$ cat src/hdl/msdt_pkg.sv
// Package with register map, field layout and timing constants of the ms timer
package msdt_pkg;

	// Register offsets on the byte-addressed special function space
	localparam logic [15:0] MSDT_ADDR_COUNT_LOW  = 16'hf080;
	localparam logic [15:0] MSDT_ADDR_COUNT_HIGH = 16'hf081;
	localparam logic [15:0] MSDT_ADDR_CONTROL    = 16'hf082;
	localparam logic [15:0] MSDT_ADDR_IRQ_STATUS = 16'hf083;
	localparam logic [15:0] MSDT_ADDR_IRQ_MASK   = 16'hf084;

	// Control register fields
	localparam int MSDT_RUN_BIT = 0;
	localparam int MSDT_SEL_BIT = 1;

	// Interrupt status and mask fields
	localparam int MSDT_EVT_TENTH  = 0;
	localparam int MSDT_EVT_SECOND = 1;
	localparam int MSDT_EVT_COUNT  = 2;

	// Reset values
	localparam logic [7:0]  MSDT_RST_BYTE  = 8'h00;
	localparam logic [15:0] MSDT_RST_RDATA = 16'h0000;
	localparam logic [1:0]  MSDT_RST_EVT   = 2'h0;

	// Count layout: three decimal digits, four bits each
	localparam int          MSDT_DIGITS    = 3;
	localparam int          MSDT_DIGIT_W   = 4;
	localparam logic [3:0]  MSDT_DIGIT_MAX = 4'h9;
	localparam logic [3:0]  MSDT_DIGIT_ZERO = 4'h0;
	localparam int          MSDT_UNITS     = 0;
	localparam int          MSDT_TENS      = 1;
	localparam int          MSDT_HUNDREDS  = 2;

	// Prescaler: tick rate in, enable rate out, fractional divide by 2 or 3
	localparam int          MSDT_TICK_HZ   = 2048;
	localparam int          MSDT_ENABLE_HZ = 1000;
	localparam int          MSDT_PRESC_W   = 11;
	localparam logic [11:0] MSDT_PRESC_MOD = 12'(MSDT_TICK_HZ);
	localparam logic [11:0] MSDT_PRESC_STEP = 12'(MSDT_ENABLE_HZ);
	localparam logic [10:0] MSDT_PRESC_RST = 11'h000;

	// Registered state of the top module, apart from the count digits held in the digit stages
	typedef struct packed {
		logic [10:0] presc;
		logic        run;
		logic        sel;
		logic [1:0]  status;
		logic [1:0]  mask;
		logic [15:0] rdata;
		logic        irq_pulse;
		logic        irq_level;
	} msdt_state_t;

	// State of one decimal digit
	typedef struct packed {
		logic [3:0] value;
	} msdt_digit_t;

endpackage : msdt_pkg

$ cat src/hdl/msdt_timer.sv
// Millisecond decimal stopwatch timer with prescaler, registers and interrupt
//
// Strobed register access was left to the implementer.
`timescale 1ns/100ps

module msdt_timer (
	input  wire logic        CORE_CLK,
	input  wire logic        RESET,
	input  wire logic        TICK_2048HZ,
	input  wire logic [15:0] REG_ADDR,
	input  wire logic [15:0] REG_WDATA,
	input  wire logic        REG_WR,
	input  wire logic        REG_RD,
	input  wire logic        REG_WIDE,
	output logic      [15:0] REG_RDATA,
	output logic             MS_TIMER_IRQ,
	output logic             IRQ
);

	// Registered state and its next value
	msdt_pkg::msdt_state_t state_reg;
	msdt_pkg::msdt_state_t state_next;

	// Decimal counter chain
	logic [3:0]  digit_val   [msdt_pkg::MSDT_DIGITS];
	logic        digit_inc   [msdt_pkg::MSDT_DIGITS];
	logic        digit_clr   [msdt_pkg::MSDT_DIGITS];
	logic        digit_carry [msdt_pkg::MSDT_DIGITS];
	logic [11:0] ms_count_bits;

	// Register decode
	logic        hit_low;
	logic        hit_high;
	logic        hit_control;
	logic        hit_status;
	logic        hit_mask;
	logic        wr_low;
	logic        wr_high;
	logic        wr_count;

	// Prescaler and events
	logic [11:0] presc_sum;
	logic        presc_wrap;
	logic        count_enable;
	logic        evt_tenth;
	logic        evt_second;
	logic        period_event;
	logic [1:0]  evt_set;
	logic [1:0]  evt_clear;
	logic [1:0]  status_upd;

	// Read data views
	logic [7:0]  ms_count_low;
	logic [7:0]  ms_count_high;
	logic [7:0]  ms_timer_control;
	logic [15:0] read_value;

	// Address decode for the five registers
	assign hit_low     = (REG_ADDR == msdt_pkg::MSDT_ADDR_COUNT_LOW);
	assign hit_high    = (REG_ADDR == msdt_pkg::MSDT_ADDR_COUNT_HIGH);
	assign hit_control = (REG_ADDR == msdt_pkg::MSDT_ADDR_CONTROL);
	assign hit_status  = (REG_ADDR == msdt_pkg::MSDT_ADDR_IRQ_STATUS);
	assign hit_mask    = (REG_ADDR == msdt_pkg::MSDT_ADDR_IRQ_MASK);

	// Count writes; a word write at the low address covers both bytes
	assign wr_low   = REG_WR & hit_low;
	assign wr_high  = REG_WR & (hit_high | (hit_low & REG_WIDE));
	assign wr_count = wr_low | wr_high;

	// Fractional prescaler: add the enable rate, wrap at the tick rate
	assign presc_sum  = {1'b0, state_reg.presc} + msdt_pkg::MSDT_PRESC_STEP;
	assign presc_wrap = TICK_2048HZ & (presc_sum >= msdt_pkg::MSDT_PRESC_MOD);

	// Enable only while running, and not in a cycle that clears the count
	assign count_enable = presc_wrap & state_reg.run & ~wr_count;

	// Digit controls: units take the enable, higher digits the carry below
	assign digit_inc[msdt_pkg::MSDT_UNITS]    = count_enable;
	assign digit_inc[msdt_pkg::MSDT_TENS]     =
		digit_carry[msdt_pkg::MSDT_UNITS];
	assign digit_inc[msdt_pkg::MSDT_HUNDREDS] =
		digit_carry[msdt_pkg::MSDT_TENS];
	assign digit_clr[msdt_pkg::MSDT_UNITS]    = wr_low;
	assign digit_clr[msdt_pkg::MSDT_TENS]     = wr_high;
	assign digit_clr[msdt_pkg::MSDT_HUNDREDS] = wr_high;

	// Three decimal stages, 000 to 999
	genvar gi;
	generate
		for (gi = 0; gi < msdt_pkg::MSDT_DIGITS; gi = gi + 1) begin : g_digit
			msdt_bcd_digit u_digit (
				.clk    (CORE_CLK),
				.rst    (RESET),
				.inc_en (digit_inc[gi]),
				.clr    (digit_clr[gi]),
				.digit  (digit_val[gi]),
				.carry  (digit_carry[gi])
			);
		end
	endgenerate

	// Packed count, hundreds in the top digit
	assign ms_count_bits = {digit_val[msdt_pkg::MSDT_HUNDREDS],
	                        digit_val[msdt_pkg::MSDT_TENS],
	                        digit_val[msdt_pkg::MSDT_UNITS]};

	// Events from the carry chain; cleared digits produce no event
	assign evt_tenth  = digit_carry[msdt_pkg::MSDT_TENS] & ~wr_high;
	assign evt_second = digit_carry[msdt_pkg::MSDT_HUNDREDS] & ~wr_high;

	// Rate select: 10 Hz on each hundreds step, 1 Hz on 999 to 000
	assign period_event = state_reg.sel ? evt_second : evt_tenth;

	// Sticky status: set from events, cleared by writing ones
	assign evt_set = {evt_second, evt_tenth};
	assign evt_clear = (REG_WR & hit_status) ? REG_WDATA[1:0] : 2'h0;
	assign status_upd = (state_reg.status & ~evt_clear) | evt_set;

	// Byte views of the registers
	assign ms_count_high = ms_count_bits[11:4];
	assign ms_count_low  = {ms_count_bits[3:0], 4'h0};
	assign ms_timer_control = {6'h00, state_reg.sel, state_reg.run};

	// Read multiplexer; the word view pairs high byte over low byte
	always_comb begin
		read_value = msdt_pkg::MSDT_RST_RDATA;
		if (hit_low) begin
			if (REG_WIDE) begin
				read_value = {ms_count_high, ms_count_low};
			end else begin
				read_value = {8'h00, ms_count_low};
			end
		end else if (hit_high) begin
			read_value = {8'h00, ms_count_high};
		end else if (hit_control) begin
			read_value = {8'h00, ms_timer_control};
		end else if (hit_status) begin
			read_value = {14'h0, state_reg.status};
		end else if (hit_mask) begin
			read_value = {14'h0, state_reg.mask};
		end
	end

	// Next-state logic for control, prescaler, interrupts and read data
	always_comb begin
		state_next = state_reg;

		// Control register write
		if (REG_WR && hit_control) begin
			state_next.run = REG_WDATA[msdt_pkg::MSDT_RUN_BIT];
			state_next.sel = REG_WDATA[msdt_pkg::MSDT_SEL_BIT];
		end

		// Mask register write
		if (REG_WR && hit_mask) begin
			state_next.mask = REG_WDATA[1:0];
		end

		// Prescaler: cleared by any count write, else steps on each tick while running
		if (wr_count) begin
			state_next.presc = msdt_pkg::MSDT_PRESC_RST;
		end else if (TICK_2048HZ && state_reg.run) begin
			if (presc_wrap) begin
				state_next.presc =
					presc_sum[10:0] - msdt_pkg::MSDT_PRESC_MOD[10:0];
			end else begin
				state_next.presc = presc_sum[10:0];
			end
		end

		// Status with set winning over a same-cycle clear
		state_next.status = status_upd;

		// One-cycle timer request at the selected rate
		state_next.irq_pulse = period_event;

		// Level interrupt from unmasked sticky bits
		state_next.irq_level = |(status_upd & state_reg.mask);

		// Read data stand the cycle after the strobe only
		if (REG_RD) begin
			state_next.rdata = read_value;
		end else begin
			state_next.rdata = msdt_pkg::MSDT_RST_RDATA;
		end
	end

	// State register
	always_ff @(posedge CORE_CLK or posedge RESET) begin
		if (RESET) begin
			state_reg <= '0;
		end else begin
			state_reg <= state_next;
		end
	end

	// Outputs straight from flip-flops
	assign REG_RDATA    = state_reg.rdata;
	assign MS_TIMER_IRQ = state_reg.irq_pulse;
	assign IRQ          = state_reg.irq_level;

endmodule : msdt_timer

$ cat src/hdl/msdt_bcd_digit.sv
// One decimal counter stage with clear and ripple carry
`timescale 1ns/100ps

module msdt_bcd_digit (
	input  wire logic       clk,
	input  wire logic       rst,
	input  wire logic       inc_en,
	input  wire logic       clr,
	output logic [3:0]      digit,
	output logic            carry
);

	msdt_pkg::msdt_digit_t state_reg;
	msdt_pkg::msdt_digit_t state_next;

	// Carry out when stepping past nine, the source of wrap events
	assign carry = inc_en & (state_reg.value == msdt_pkg::MSDT_DIGIT_MAX);
	assign digit = state_reg.value;

	// Clear beats increment; nine rolls to zero
	always_comb begin
		state_next = state_reg;
		if (clr) begin
			state_next.value = msdt_pkg::MSDT_DIGIT_ZERO;
		end else if (carry) begin
			state_next.value = msdt_pkg::MSDT_DIGIT_ZERO;
		end else if (inc_en) begin
			state_next.value = state_reg.value + 4'h1;
		end
	end

	// State register
	always_ff @(posedge clk or posedge rst) begin
		if (rst) begin
			state_reg <= '0;
		end else begin
			state_reg <= state_next;
		end
	end

endmodule : msdt_bcd_digit

$ cat config.mk
export PLATFORM = sky130hd
export DESIGN_NAME = msdt_timer
export DESIGN_NICKNAME = d
export VERILOG_FILES = /design/src/hdl/msdt_pkg.sv /design/src/hdl/msdt_timer.sv /design/src/hdl/msdt_bcd_digit.sv
export SDC_FILE = /design/constraint.sdc
export NUM_CORES = 1
export LEC_CHECK = 0
export BUFFER_PORTS_ARGS = -buffer_cell sky130_fd_sc_hd__buf_2
export CAP_MARGIN = 20
export CORE_MARGIN = 2
export CORE_UTILIZATION = 45
export CTS_BUF_LIST = sky130_fd_sc_hd__clkbuf_16
export DETAILED_ROUTE_END_ITERATION = 8
export PLACE_DENSITY = 0.76
export SYNTH_ARGS = -nofsm -noshare
export SYNTH_HDL_FRONTEND = slang
export SYNTH_SLANG_ARGS = --single-unit
$ cat constraint.sdc
create_clock -name CORE_CLK -period 1.7 [get_ports CORE_CLK]
set_input_delay 0.17 -clock CORE_CLK [delete_from_list [all_inputs] [get_ports CORE_CLK]]
set_output_delay 0.17 -clock CORE_CLK [all_outputs]
set_load 0.05 [all_outputs]
==> impl_metrics.csv, run 1 <==
group,metric,value,unit
run_status,status,"finished, violations left",
run_status,violations,"negative setup slack",
yosys,synthFlopType,"dfrtp_1",
grt,first_global_vias,1768,
clock_tree,postCtsHoldBufs,0,
yosys,synth_nets,271,
layout,stdcell_count,356,
layout,nNetsFinal,333,
timing,fin_crit_sh,1.15,
setup_path,crit_path_max_fanout,2,
timing,period_needed,1960,ps
detailed_routing,routedWlPerCell,13.9,microns
die,coreArea,0.00482,sq mm
grt,grt_max_degree,45,
clock_tree,cts_sinks,44,
clock_tree,cts_tree,"built",
setup_path,critPathRequiredTime,1870,ps
layout,antenna-diode-count,0,
detailed_routing,drtIter0Drc,98,
layout,drive_gt1_frac,0.374,
timing,setup_viol,18,
die,die_area,0.00565,sq mm
timing,finalWorstSetupSlack,-256,ps
clock_tree,cts_made_buffers,5,
detailed_routing,wirelength,4940,microns
layout,final_common_cell,"dfrtp_1",
placement,dp_hpwl,3450,microns
grt,grt_pass1_wl,8170,microns
detailed_routing,drc,0,
detailed_routing,dr_total_vias,1840,
setup_path,crit_top_cell,"or4b_4",
timing,finalHoldViolations,0,
clock_tree,path_clk_slew,60,ps
detailed_routing,ant_nets,0,
pwr,ir_drop,0.000393,V
clock_tree,htree_levels,2,
placement,dp.cells,345,
layout,area_growth,28.6,%
timing,tightest_slew,537,ps
layout,fillCellCount,393,
yosys,synth_edf_count,0,
timing,timing.fmax,511,MHz
layout,largest_reg_flops,16,
timing,skew,5.87,ps
setup_path,cp-end-kind,"flop",
yosys,synth_seq_cells,44,
hold_path,hp-class,"input port to asynchronous set/reset pin",
detailed_routing,drtPass1Iterations,4,
yosys,async_flop_share,1.00,
clock_tree,clockRootBuffer,"clkbuf_16",
clock_tree,clkLatencyLatePin,280,ps
timing,slew_headroom,0.642,
placement,port_buffers,41,
yosys,syn-cell-area,0.00228,sq mm
pwr,p_per_area,702,mW/mm^2
yosys,yosysSeqAreaShare,0.483,
yosys,syn_avg_cell_area,10.1,sq um
setup_path,start_kind,"input port",
yosys,ys_types,44,
clock_tree,clk_path_buf_depth,2,
pwr,p_total,2.06,mW
setup_path,worst-setup-path-type,"input port to flop",
setup_path,arrival,2120,ps
timing,slew_violations,0,
placement,gp_congestion,0.845,
grt,antenna_found_initial,0,
die,die_w,75.2,microns
timing,fin_tns_setup,-3210,ps
die,placementRows,25,
die,start_util,0.473,
die,dieHeight,75.2,microns
detailed_routing,via_per_inst,5.17,
setup_path,crit_chain,"buf_6 -> or4b_4 -> or4_4 -> or4b_4 -> mux2_4",
setup_path,max_stage_delay,530,ps
grt,gr-usage-all-layers,0.194,
yosys,synthCells,226,
layout,layout_common_cells,"dfrtp_1 (44), buf_2 (39), buf_4 (35), nor2_1 (23), nand2_1 (17)",
job,maxCapViolCount,0,
pwr,p_leak,1.50,nW
setup_path,slowest_stage,"or4b_4",
yosys,yosysWarnings,0,
grt,overflow,0,
timing,rsz0062_at_grt,"yes",
die,ioPinCount,56,
-- where the power goes --
group          internal (mW)  switching [mW]  leakage (nW)
clock network          0.533           0.361        0.0687
registers               1.05        0.000579         0.599
logic                 0.0490          0.0661         0.834
-- kinds of logic (layout without fill, tap and decap cells) --
kind of cell    count (synthesis)  in the layout  synth area share
simple gates                   92             92             0.213
flops                          44             44             0.483
compound gates                 33             33            0.0950
buf+inv                        29             92            0.0774
mux                            12             12            0.0588
xor+xnor                        9              9            0.0346
fa+ha+maj                       7              7            0.0384
-- through the flow --
stage / hold WS, ps / setup slack [ps] / area [sq um] / util
final: 25.6 / -256 / 2930 / 0.608
after global routing: 95.0 / -269 / 2930 / 0.608
after CTS: 42.6 / -220 / 2890 / 0.600
after detailed placement: 338 / -601 / 2690 / 0.558
after global placement: 331 / -564 / 2690 / 0.558
after floorplan: 319 / -517 / 2300 / -
-- path summary, 6_finish.rpt --
path / from / endpoint / slack, ps / cells after the start
worst max-delay path: REG_ADDR[5] / state_reg[18]$_DFFE_PP0P_ / -260 / 5
worst min-delay path: RESET / state_reg[27]$_DFFE_PP0P_ / 30 / 3
worst max register to register: state_reg[27]$_DFFE_PP0P_ / g_digit[1].u_digit.digit[3]$_DFFE_PP0P_ / -80 / 7
worst min register to register: ms_timer_control[1]$_DFFE_PP0P_ / MS_TIMER_IRQ$_DFF_PP0_ / 470 / 1
max in group asynchronous: RESET / REG_RDATA[13]$_DFF_PP0_ / 1310 / 3
min in group CORE_CLK: REG_WDATA[1] / state_reg[19]$_DFFE_PP0P_ / 160 / 2
-- per-layer routing --
layer / routed length [microns] / part of all wire / track usage / vias to the layer above
met5: 0 / 0 / 0 / -
met4: 93 / 0.019 / 0.0702 / 0
met3: 253 / 0.051 / 0.0428 / 7
met2: 2490 / 0.50 / 0.324 / 58
met1: 2100 / 0.42 / 0.249 / 883
li1: - / - / - / 892
-- critical path, delay by kind of cell --
kind	cells	cell delay, ps
buffers and inverters	1	90
muxes	1	310
and+or+nand+nor	3	1550
-- cell usage after synthesis, types with 2 or more instances --
library cell / number / share of area
dfrtp_1: 44 / 0.48
nor2_1: 24 / 0.040
nand2_1: 17 / 0.028
buf_4: 16 / 0.053
and2_1: 10 / 0.027
a21oi_1: 9 / 0.020
ha_1: 7 / 0.038
inv_1: 7 / 0.012
mux2i_1: 7 / 0.031
nand3_1: 7 / 0.015
nor3_1: 7 / 0.015
clkbuf_1: 5 / 0.0082
o21ai_0: 5 / 0.011
xor2_1: 5 / 0.019
and3_1: 4 / 0.011
nor2b_1: 4 / 0.011
xnor2_1: 4 / 0.015
mux2_2: 3 / 0.015
nand4_1: 3 / 0.0082
o211ai_1: 3 / 0.0099
o22ai_1: 3 / 0.0082
or2_2: 3 / 0.0082
a211oi_1: 2 / 0.0066
a22oi_1: 2 / 0.0066
mux2_4: 2 / 0.013
nand3b_1: 2 / 0.0066
o2111ai_1: 2 / 0.0077
or3_1: 2 / 0.0055
or4b_1: 2 / 0.0088
-- cell type report --
cell class	count	area [sq um]	area share
Clock buffer	5	125	0.0427
Tap cell	67	83.8	0.0286
Multi-Input combinational cell	153	1090	0.371
Sequential cell	44	1100	0.376
Timing Repair Buffer	77	492	0.168
Clock inverter	3	15.0	0.00513
Inverter	7	26.3	0.00897
-- timing repair --
item,in CTS,in global routing
gates cloned,0,0
setup endpoints to repair,18,19
gates resized for setup,12,3
setup buffers,0,3
pin swaps,3,1
No activity file was read; power rests on OpenSTA's default activity.
==> run 2, diff against run 1 <==
CORE_MARGIN = 4   (was 2)
==> impl_metrics.csv, run 2 (synthesized netlist as in run 1, its figures left out) <==
group,metric,value,unit
run_status,violations,"negative setup slack",
die,dieHeight,79.2,microns
clock_tree,path_clk_slew,60,ps
timing,period_needed,1940,ps
timing,finalHoldViolations,0,
grt,overflow,0,
setup_path,start_kind,"input port",
layout,final_common_cell,"dfrtp_1",
pwr,p_per_area,706,mW/mm^2
pwr,p_leak,1.49,nW
setup_path,crit_path_max_fanout,9,
detailed_routing,routedWlPerCell,13.2,microns
timing,slew_violations,0,
detailed_routing,drtPass1Iterations,4,
timing,fin_crit_sh,1.14,
layout,area_growth,27.9,%
grt,antenna_found_initial,0,
timing,slew_headroom,0.648,
setup_path,worst-setup-path-type,"input port to flop",
job,maxCapViolCount,0,
layout,drive_gt1_frac,0.372,
layout,nNetsFinal,332,
placement,gp_congestion,0.876,
layout,antenna-diode-count,0,
setup_path,arrival,2100,ps
run_status,status,"finished, violations left",
detailed_routing,dr_total_vias,1791,
timing,tightest_slew,528,ps
die,start_util,0.473,
detailed_routing,drtIter0Drc,88,
grt,first_global_vias,1803,
setup_path,cp-end-kind,"flop",
placement,post_dp_cell_area,0.00268,sq mm
clock_tree,cts_tree,"built",
clock_tree,clk_path_buf_depth,2,
setup_path,critPathRequiredTime,1860,ps
setup_path,crit_chain,"buf_6 -> or4b_1 -> or4_4 -> buf_6 -> or2_4 -> o21ai_4 -> o22ai_1",
placement,place_ws,-636,ps
clock_tree,clkLatencyLatePin,280,ps
layout,layout_common_cells,"dfrtp_1 (44), buf_2 (40), buf_4 (32), nor2_1 (23), nand2_1 (16)",
timing,rsz0062_at_grt,"yes",
clock_tree,htree_levels,2,
setup_path,slowest_stage,"or4b_1",
timing,setup_viol,18,
setup_path,crit_top_cell,"buf_6",
timing,fin_tns_setup,-3010,ps
pwr,ir_drop,0.000320,V
clock_tree,cts_made_buffers,5,
detailed_routing,drc,0,
clock_tree,clockRootBuffer,"clkbuf_16",
die,ioPinCount,56,
clock_tree,postCtsHoldBufs,0,
timing,skew,5.24,ps
grt,grt_max_degree,45,
die,coreArea,0.00482,sq mm
grt,gr-usage-all-layers,0.163,
layout,fin_area,0.00291,sq mm
detailed_routing,via_per_inst,5.05,
die,placementRows,25,
setup_path,max_stage_delay,510,ps
layout,fin_util,0.605,
timing,finalWorstSetupSlack,-244,ps
timing,timing.fmax,514,MHz
grt,grt_pass1_wl,7940,microns
placement,dp_hpwl,3440,microns
layout,largest_reg_flops,16,
placement,port_buffers,41,
die,die_w,79.2,microns
die,die_area,0.00627,sq mm
hold_path,hp-class,"input port to asynchronous set/reset pin",
detailed_routing,wirelength,4680,microns
detailed_routing,ant_nets,0,
clock_tree,cts_sinks,44,
-- run 2: changes by cell type in the layout (fill, tap and decap cells not counted), moves of 2 or more --
cell / before / now
nor3_2: 2 / 0
buf_4: 35 / 32
clkinv_2: 0 / 2
nor3_1: 5 / 7
-- run 2: final cells by class --
cell class | count | area (sq um)
inverter | 7 | 26.3
clock inverter | 3 | 13.8
tap | 67 | 83.8
timing repair buffer | 76 | 485
multi-input combinational | 153 | 1080
sequential | 44 | 1100
clock buffer | 5 | 125
fill | 435 | 1900
-- run 2: final timing paths --
kind,start,end,slack [ps],cells after the start
setup reg to reg,state_reg[27]$_DFFE_PP0P_,g_digit[1].u_digit.digit[1]$_DFFE_PP0P_,-80,7
max in group asynchronous,RESET,REG_RDATA[15]$_DFF_PP0_,1320,3
hold reg to reg,ms_timer_control[1]$_DFFE_PP0P_,MS_TIMER_IRQ$_DFF_PP0_,500,1
hold / removal,RESET,REG_RDATA[0]$_DFF_PP0_,20,3
setup / recovery,REG_ADDR[5],g_digit[2].u_digit.digit[1]$_DFFE_PP0P_,-240,7
min in group CORE_CLK,REG_WDATA[0],state_reg[18]$_DFFE_PP0P_,170,2
-- run 2: critical path, delay by kind of cell --
family                 cells  cell delay, ps
AO/OA/AOI/OAI              2             420
buffers and inverters      2             250
AND/OR/NAND/NOR            3            1250
-- run 2: through the flow --
stage,std cells,hold slack (ps),total power [mW]
after global routing,355,92.3,2.13
after CTS,354,39.5,2.07
after global placement,344,332,1.17
after detailed placement,344,335,1.17
final,355,20.0,2.06
after floorplan,226,319,1.12
-- run 2: repair_timing --
action                                  CTS  global route
pin swaps                                 3             2
hold endpoints to repair                  0             0
gates cloned                              0             0
gates resized for setup                  15             0
endpoints found under the setup margin   18            26
buffers inserted                          2             1
-- run 2: report_power, final --
part	switching, mW	leakage [nW]	internal (mW)	total (mW)
sequential	0.000506	0.599	1.05	1.05
clock	0.367	0.0710	0.533	0.900
combinational	0.0629	0.815	0.0450	0.108
-- run 2: metal layers --
layer  wire length [microns]  GRT usage  share of wire  vias to the layer above
met5                       0          0              0                        -
met1                    2110      0.206           0.45                      837
met2                    2210      0.263           0.47                       55
met3                     258     0.0283          0.055                        8
li1                        -          -              -                      891
met4                     100     0.0876          0.021                        0
